## src/rtl/vgt_cfg.svh

```systemverilog
// Offsets, field positions, reset values and fixed codes of the config block
`ifndef VGT_CFG_SVH
`define VGT_CFG_SVH
// Byte offsets
`define VGT_OFS_CAP_HDR 12'h150
`define VGT_OFS_PORT_CAP1 12'h154
`define VGT_OFS_PORT_CAP2 12'h158
`define VGT_OFS_PORT_CTL 12'h15c
`define VGT_OFS_VC0_CAP 12'h160
`define VGT_OFS_VC0_CTL 12'h164
`define VGT_OFS_VC0_STS 12'h168
`define VGT_OFS_XGPIO 12'h300
`define VGT_OFS_XIO 12'h304
`define VGT_OFS_TIMERS 12'h310
// Capability header
`define VGT_CAP_ID 16'h0002
`define VGT_CAP_VER 4'h1
`define VGT_NEXT_PTR 12'h000
// Channel-zero resource control
`define VGT_TC_MAP_RST 7'h7f
`define VGT_TC0_MAP 1'b1
`define VGT_VC_ENABLE 1'b1
`define VGT_TC_LSB 1
`define VGT_TC_MSB 7
// Extended GPIO fields
`define VGT_XG_OCLR_LSB 0
`define VGT_XG_OSET_LSB 3
`define VGT_XG_ECLR_LSB 6
`define VGT_XG_ESET_LSB 9
`define VGT_XG_IN_LSB 12
// Extra in/out fields
`define VGT_XO_OCLR_LSB 0
`define VGT_XO_OSET_LSB 3
`define VGT_XO_ECLR_LSB 8
`define VGT_XO_ESET_LSB 11
`define VGT_XO_IN_LSB 16
// Timers
`define VGT_RPL_LSB 0
`define VGT_RPL_EN_BIT 12
`define VGT_ACK_LSB 16
`define VGT_ACK_EN_BIT 30
`define VGT_RPL_RST 12'h115
`define VGT_ACKLAT_RST 14'h00cd
// SMBus address prefix, bits 7:5
`define VGT_SMB_PREFIX 3'h6
`endif

```

## src/rtl/vgt_pkg.sv

```systemverilog
// Types shared by the config register block
package vgt_pkg;
    typedef enum logic [0:0] {
        VGT_IDLE = 1'b0,
        VGT_ACK = 1'b1
    } vgt_phase_e;

    typedef logic [2:0] vgt_tri_t;

    typedef struct packed {
        vgt_phase_e phase;
        logic wait_req;
        logic [31:0] rdata;
        logic [6:0] tc_map;
        vgt_tri_t xg_out;
        vgt_tri_t xg_oe;
        vgt_tri_t xg_in;
        vgt_tri_t xo_out;
        vgt_tri_t xo_oe;
        vgt_tri_t xi_in;
        vgt_tri_t gnt_n;
        vgt_tri_t gnt_oe;
        logic [11:0] rpl_val;
        logic rpl_en;
        logic [13:0] ack_val;
        logic ack_en;
        logic strap_done;
        logic smb_sel;
        logic smb_valid;
        logic [7:0] smb_addr;
    } vgt_state_s;
endpackage

```

## src/rtl/vgt_regs.sv

```systemverilog
// Channel capability, extended GPIO and link timer config registers
//
// Chosen here: the Avalon-MM slave port.
`include "vgt_cfg.svh"

module vgt_regs
    import vgt_pkg::*;
(
    input wire logic core_clk_i,
    input wire logic rst_i,
    input wire logic [11:0] avs_address_i,
    input wire logic avs_read_i,
    input wire logic avs_write_i,
    input wire logic [31:0] avs_writedata_i,
    input wire logic [3:0] avs_byteenable_i,
    output logic [31:0] avs_readdata_o,
    output logic avs_waitrequest_o,
    input wire logic [2:0] ext_gpio_i,
    output logic [2:0] ext_gpio_o,
    output logic [2:0] ext_gpio_oe_o,
    input wire logic ext_arbiter_sel_i,
    input wire logic [2:0] pci_req_n_i,
    input wire logic [2:0] int_gnt_n_i,
    output logic [2:0] pci_gnt_n_o,
    output logic [2:0] pci_gnt_oe_o,
    input wire logic [3:0] gpio_strap_i,
    input wire logic strap_select_low_i,
    input wire logic strap_select_high_i,
    output logic smbus_slave_sel_o,
    output logic smbus_addr_valid_o,
    output logic [7:0] smbus_addr_o,
    output logic [11:0] replay_timer_o,
    output logic replay_timer_en_o,
    output logic [13:0] ack_latency_o,
    output logic ack_latency_en_o
);

    localparam vgt_state_s VGT_RST = '{
        phase: VGT_IDLE,
        wait_req: 1'b1,
        rdata: 32'h0000_0000,
        tc_map: `VGT_TC_MAP_RST,
        xg_out: 3'h0,
        xg_oe: 3'h0,
        xg_in: 3'h0,
        xo_out: 3'h0,
        xo_oe: 3'h0,
        xi_in: 3'h0,
        gnt_n: 3'h7,
        gnt_oe: 3'h0,
        rpl_val: `VGT_RPL_RST,
        rpl_en: 1'b0,
        ack_val: `VGT_ACKLAT_RST,
        ack_en: 1'b0,
        strap_done: 1'b0,
        smb_sel: 1'b0,
        smb_valid: 1'b0,
        smb_addr: 8'h00
    };

    vgt_state_s st;
    vgt_state_s next_st;
    logic [31:0] wmask;
    logic [31:0] wd;
    logic [31:0] rmux;
    logic do_write;

    // Spread byte enables over their lanes
    function automatic logic [31:0] lane_mask(input logic [3:0] be);
        lane_mask = {{8{be[3]}}, {8{be[2]}}, {8{be[1]}}, {8{be[0]}}};
    endfunction

    // Clear then set; a set in the same write wins
    function automatic logic [2:0] clr_set(
        input logic [2:0] cur,
        input logic [2:0] clr,
        input logic [2:0] set
    );
        clr_set = (cur & ~clr) | set;
    endfunction

    // Read multiplexer over the current state
    always_comb begin
        rmux = 32'h0000_0000;
        case (avs_address_i)
            `VGT_OFS_CAP_HDR: begin
                rmux = {`VGT_NEXT_PTR, `VGT_CAP_VER, `VGT_CAP_ID};
            end
            `VGT_OFS_PORT_CAP1: begin
                rmux = 32'h0000_0000;
            end
            `VGT_OFS_PORT_CAP2: begin
                rmux = 32'h0000_0000;
            end
            `VGT_OFS_PORT_CTL: begin
                rmux = 32'h0000_0000;
            end
            `VGT_OFS_VC0_CAP: begin
                rmux = 32'h0000_0000;
            end
            `VGT_OFS_VC0_CTL: begin
                rmux = {`VGT_VC_ENABLE, 23'h00_0000, st.tc_map, `VGT_TC0_MAP};
            end
            `VGT_OFS_VC0_STS: begin
                rmux = 32'h0000_0000;
            end
            `VGT_OFS_XGPIO: begin
                rmux = {17'h0_0000, st.xg_in, st.xg_oe, st.xg_oe, st.xg_out, st.xg_out};
            end
            `VGT_OFS_XIO: begin
                if (ext_arbiter_sel_i) begin
                    rmux = {13'h0000, st.xi_in, 2'h0, st.xo_oe, st.xo_oe,
                            2'h0, st.xo_out, st.xo_out};
                end
            end
            `VGT_OFS_TIMERS: begin
                rmux = {1'b0, st.ack_en, st.ack_val, 3'h0, st.rpl_en, st.rpl_val};
            end
            default: begin
                rmux = 32'h0000_0000;
            end
        endcase
    end

    always_comb begin
        next_st = st;
        wmask = lane_mask(avs_byteenable_i);
        wd = avs_writedata_i & wmask;
        do_write = 1'b0;

        // Bus handshake: one wait cycle, then one cycle with waitrequest low
        case (st.phase)
            VGT_IDLE: begin
                if (avs_read_i || avs_write_i) begin
                    next_st.phase = VGT_ACK;
                    next_st.wait_req = 1'b0;
                    next_st.rdata = avs_read_i ? rmux : 32'h0000_0000;
                end
            end
            VGT_ACK: begin
                next_st.phase = VGT_IDLE;
                next_st.wait_req = 1'b1;
                // Read data stands for the answer cycle only
                next_st.rdata = 32'h0000_0000;
                do_write = avs_write_i;
            end
            default: begin
                next_st.phase = VGT_IDLE;
                next_st.wait_req = 1'b1;
            end
        endcase

        // Input pins sampled every cycle
        // sample extended inputs
        next_st.xg_in = ext_gpio_i;
        next_st.xi_in = pci_req_n_i;

        // Writes take effect at the edge where waitrequest is low
        if (do_write) begin
            case (avs_address_i)
                `VGT_OFS_VC0_CTL: begin
                    if (avs_byteenable_i[0]) begin
                        next_st.tc_map = wd[`VGT_TC_MSB:`VGT_TC_LSB];
                    end
                end
                // write one to clear or set
                `VGT_OFS_XGPIO: begin
                    next_st.xg_out = clr_set(st.xg_out,
                        wd[`VGT_XG_OCLR_LSB +: 3], wd[`VGT_XG_OSET_LSB +: 3]);
                    next_st.xg_oe = clr_set(st.xg_oe,
                        wd[`VGT_XG_ECLR_LSB +: 3], wd[`VGT_XG_ESET_LSB +: 3]);
                end
                `VGT_OFS_XIO: begin
                    if (ext_arbiter_sel_i) begin
                        next_st.xo_out = clr_set(st.xo_out,
                            wd[`VGT_XO_OCLR_LSB +: 3], wd[`VGT_XO_OSET_LSB +: 3]);
                        next_st.xo_oe = clr_set(st.xo_oe,
                            wd[`VGT_XO_ECLR_LSB +: 3], wd[`VGT_XO_ESET_LSB +: 3]);
                    end
                end
                `VGT_OFS_TIMERS: begin
                    if (avs_byteenable_i[0]) begin
                        next_st.rpl_val[7:0] = wd[7:0];
                    end
                    if (avs_byteenable_i[1]) begin
                        next_st.rpl_val[11:8] = wd[11:8];
                        next_st.rpl_en = wd[`VGT_RPL_EN_BIT];
                    end
                    if (avs_byteenable_i[2]) begin
                        next_st.ack_val[7:0] = wd[23:16];
                    end
                    if (avs_byteenable_i[3]) begin
                        next_st.ack_val[13:8] = wd[29:24];
                        next_st.ack_en = wd[`VGT_ACK_EN_BIT];
                    end
                end
                default: begin
                    next_st.tc_map = st.tc_map;
                end
            endcase
        end

        // grant pins driven by extra outputs when ext_arbiter_sel_i is set, else by int_gnt_n_i with all enables on
        if (ext_arbiter_sel_i) begin
            next_st.gnt_n = next_st.xo_out;
            next_st.gnt_oe = next_st.xo_oe;
        end else begin
            next_st.gnt_n = int_gnt_n_i;
            next_st.gnt_oe = 3'h7;
        end

        // Straps caught once, on the first edge after reset release
        if (!st.strap_done) begin
            next_st.strap_done = 1'b1;
            next_st.smb_sel = !strap_select_high_i && strap_select_low_i;
            next_st.smb_valid = strap_select_low_i;
            if (strap_select_low_i) begin
                next_st.smb_addr = {`VGT_SMB_PREFIX, gpio_strap_i, 1'b0};
            end else begin
                next_st.smb_addr = 8'h00;
            end
        end
    end

    always_ff @(posedge core_clk_i) begin
        if (rst_i) begin
            st <= VGT_RST;
        end else begin
            st <= next_st;
        end
    end

    assign avs_readdata_o = st.rdata;
    assign avs_waitrequest_o = st.wait_req;
    assign ext_gpio_o = st.xg_out;
    assign ext_gpio_oe_o = st.xg_oe;
    assign pci_gnt_n_o = st.gnt_n;
    assign pci_gnt_oe_o = st.gnt_oe;
    assign smbus_slave_sel_o = st.smb_sel;
    assign smbus_addr_valid_o = st.smb_valid;
    assign smbus_addr_o = st.smb_addr;
    assign replay_timer_o = st.rpl_val;
    assign replay_timer_en_o = st.rpl_en;
    assign ack_latency_o = st.ack_val;
    assign ack_latency_en_o = st.ack_en;

endmodule

```

## config.mk

```make
export PLATFORM = sky130hd
export DESIGN_NAME = vgt_regs
export DESIGN_NICKNAME = d
export VERILOG_FILES = /design/src/rtl/vgt_pkg.sv /design/src/rtl/vgt_regs.sv
export VERILOG_INCLUDE_DIRS = /design/src /design/src/rtl
export SDC_FILE = /design/constraint.sdc
export NUM_CORES = 1
export LEC_CHECK = 0
export ABC_CLOCK_PERIOD_IN_PS = 2520
export BUFFER_PORTS_ARGS = -buffer_cell sky130_fd_sc_hd__buf_2
export CORE_MARGIN = 2
export CORE_UTILIZATION = 50
export CTS_CLUSTER_SIZE = 30
export DETAILED_ROUTE_END_ITERATION = 7
export GPL_TIMING_DRIVEN = 0
export PLACE_DENSITY_LB_ADDON = 0.12
export SKIP_CTS_REPAIR_TIMING = 1
export SYNTH_ARGS = -nofsm -noshare
export SYNTH_HDL_FRONTEND = slang
export SYNTH_SLANG_ARGS = --single-unit
```

## constraint.sdc

```tcl
create_clock -name core_clk_i -period 2.52 [get_ports core_clk_i]
set_input_delay 0.504 -clock core_clk_i [delete_from_list [all_inputs] [get_ports core_clk_i]]
set_output_delay 0.504 -clock core_clk_i [all_outputs]
set_load 0.01 [all_outputs]
```

==> summary.md <==
| Metric | Value |
|---|---|
| Initial drt markers | 402 |
| CTS H-tree depth | 3 |
| Comb pwr share | 0.089 |
| Detailed Route WL | about 14000 um |
| Inserted Diodes | 0 |
| Hold crit path type | in2reg |
| Sequential Power Share | 0.569 |
| Least-Margin Pin Slew | about 0.96 ns |
| Fin. max-slew vios | 0 |
| Top cells by count, synth | dfxtp_1 (99), buf_4 (78), nand3_1 (61) |
| Ys flop type | dfxtp_1 |
| Skew-Pair Late Insertion Delay | about 0.38 ns |
| Period utilization | 0.9735 |
| Vias in the first global route | slightly above 4k |
| CTS tree | done |
| Cell mode on critical path | buf_2 |
| Critical Path RT | roughly 2.8 ns |
| Cts bufs inserted | 9 |
| Most numerous cell in the Yosys netlist | dfxtp_1 |
| First-pass GRT wire length | 20920 um |
| Share of cells above drive strength 1 | 0.3681 |
| Pint | about 2.0 mW |
| Port bufs | around 140 |
| Drt pass-1 iters | 5 |
| Initial antenna violation count | 0 |
| Worst IR Drop VDD | ~0.00023 V |
| DR WL/cell | ~16 um |
| CP max-delay cell | nor4_2 |
| Final setup violation count | 0 |
| Net Sw Power | ~0.75 mW |
| Post-Syn Area per Cell | 8.595 sq um |
| Total power | 2.795 mW |
| Clock Skews | between 0.01 and 0.015 ns |
| Fmax | about 410 MHz |
| Routed Antenna Nets | 0 |
| Die H | about 100 um |
| Crit Path Max Fanout | 10 |
| Layout Utilization | 0.6337 |
| Std-Cell Rows | 35 |
| Largest net degree at the start of global routing | 18 |
| Status | complete, no violations |
| Syn. warnings | 0 |
| Area delta synth->final | 22.23% |
| Synth top area share | 0.4117 |
| Final Hold Fails | 0 |
| CTS root buf | clkbuf_8 |
| Fin nets | ~800 |
| DR vias/cell | ~5.5 |
| Core Area | around 0.0093 sq mm |
| RePlAce Congestion | 1.031 |
| Fraction of registers with async set/reset | 0 |
| Clock power share | 0.342 |
| Delay-heaviest family, CP | simple AND/OR/NAND/NOR gates |
| Buffers and inverters on the worst path | 3 |
| DP HPWL | about 11000 um |
| Clock Sink Count | around 100 |
| Grt ovf | 0 |
| Num ports | ~150 |
| Overall Global Routing Usage | 0.2598 |
| Crit path kind | in2reg |
| Die area | 0.01043 sq mm |
| Clock Pin Slew Worst Setup and Hold Paths | between 0.1 and 0.15 ns |
| Register area share after synthesis | 0.4117 |
| Worst Path Arrival | roughly 2.8 ns |
| Max_cap viols | 0 |
| Max Root-Sink Buffers | 2 |
| Critical Path End Type | flip-flop |
| Synthesis-stage register bit count | 99 |
| Pwr dens | ~480 mW/mm^2 |
| Pleak | approximately 2.5 nW |
| Drt drc | 0 |
| Die width | about 100 um |
| Element type at the critical path start | input pin |
| Mapped cell area | roughly 0.0048 sq mm |
| Top post-synthesis cells by area | dfxtp_1 (41%), buf_4 (12%), nand3_1 (6.3%) |
| Min Tclk post-route | between 2 and 2.5 ns |
| Slew headroom | 0.3582 |
| EDFF count, synth | 0 |
| Leading area contributor after synthesis | dfxtp_1 |
| Sw frac | 0.2674 |
| Vias post-DR | ~4.7k |
| Crit-path cells | buf_2, or4b_1, buf_6, nor4_2, buf_2, a22oi_1, o21ai_0 |
| RSZ-0062 raised after global routing | false |
| Netlist cell types | 56 |
| Largest stage delay, worst path | 0.78 ns |
| Synthesized instance count | 560 |
| Starting Density | 0.5185 |
-- power by group through the flow --
stage | registers, mW | logic [mW] | clock network (mW)
floorplan | 1.63 | 0.124 | 0
global placement | 1.63 | 0.239 | 0
detailed placement | 1.63 | 0.244 | 0
CTS | 1.59 | 0.245 | 0.966
global route | 1.59 | 0.271 | 1.03
finish | 1.59 | 0.250 | 0.956
-- path summary, 6_finish.rpt --
check	start	end	slack, ns	cells past startpoint
max	avs_address_i[7]	avs_readdata_o[11]	0.07	7
min	pci_req_n_i[2]	st[47]	0.33	2
max reg2reg	st[103]	st[63]	0.20	8
min reg2reg	st[56]	avs_readdata_o[14]	0.45	2
-- layer usage --
layer / part of all wire / track usage
met1: 0.45 / 0.3773
met2: 0.45 / 0.3952
met3: 0.084 / 0.04514
met4: 0.019 / 0.08000
met5: 0 / 0
-- placed cells by master, fill, tap and decap left out, types with 3 or more instances in the layout --
| cell | count |
|---|---|
| a21oi_1 | 37 |
| a221oi_1 | 4 |
| a22oi_1 | 15 |
| a31oi_1 | 6 |
| a32oi_1 | 13 |
| and3_1 | 3 |
| buf_2 | 148 |
| buf_4 | 78 |
| clkbuf_1 | 30 |
| clkbuf_8 | 9 |
| conb_1 | 3 |
| dfxtp_1 | 99 |
| inv_1 | 12 |
| mux2_2 | 3 |
| nand2_1 | 26 |
| nand2b_1 | 7 |
| nand3_1 | 61 |
| nand3b_1 | 5 |
| nand4_1 | 3 |
| nor2_1 | 23 |
| nor2b_1 | 9 |
| nor3_1 | 6 |
| nor4_2 | 3 |
| nor4_4 | 3 |
| o21ai_0 | 39 |
| o21ai_1 | 15 |
| o311ai_0 | 6 |
| o31ai_1 | 9 |
-- cells by family (layout without fill, tap and decap cells) --
kind of cell	after synthesis	in the layout	synth area share
and+or+nand+nor	169	169	0.2002
AOI/OAI and AO/OA	158	158	0.2111
buffers and inverters	130	288	0.1692
DFF	99	99	0.4117
muxes	3	3	0.007018
other	1	3	0.0007791
-- area by class of cell --
cell class | instances | area, sq um
Tap cell | 129 | 161.4
Buffer | 118 | 769.5
Clock buffer | 10 | 127.6
Timing Repair Buffer | 142 | 710.7
Multi-Input combinational cell | 333 | 2037
Clock inverter | 6 | 50.05
Sequential cell | 99 | 1982
Inverter | 12 | 45.04
Fill cell | 869 | 3401
-- per-stage QoR --
stage	hold WS [ns]	std cells	setup TNS (ns)	worst slack, ns	area, sq um
5_1_grt	0.3595	849	0	0.07219	5883
3_3_place_gp	0.4373	833	-5.125	-0.2069	5693
2_1_floorplan	0.4256	562	0	0.3058	4821
3_5_place_dp	0.4371	833	-6.440	-0.2692	5693
6_report	0.3302	849	0	0.06675	5883
4_1_cts	0.3287	849	0	0.1130	5871
-- worst reg2reg max path, cell delays in order (launching register included) --
cell      delay (ns)
dfxtp_1         0.32
buf_2           0.19
and3_1          0.18
clkbuf_1        0.32
nand3_1         0.14
clkbuf_1        0.29
clkbuf_1        0.32
o21ai_0         0.24
o311ai_0        0.17
-- flip-flops by register name, summed over array words and instances, names as in the netlist --
signal             flops
ack_latency_en_o       1
ack_latency_o         14
avs_readdata_o        31
avs_waitrequest_o      1
ext_gpio_o             3
ext_gpio_oe_o          3
pci_gnt_n_o            3
pci_gnt_oe_o           3
replay_timer_en_o      1
replay_timer_o        12
smbus_addr_o           5
smbus_slave_sel_o      1
st                    21
No activity file was read; power rests on OpenSTA's default activity.
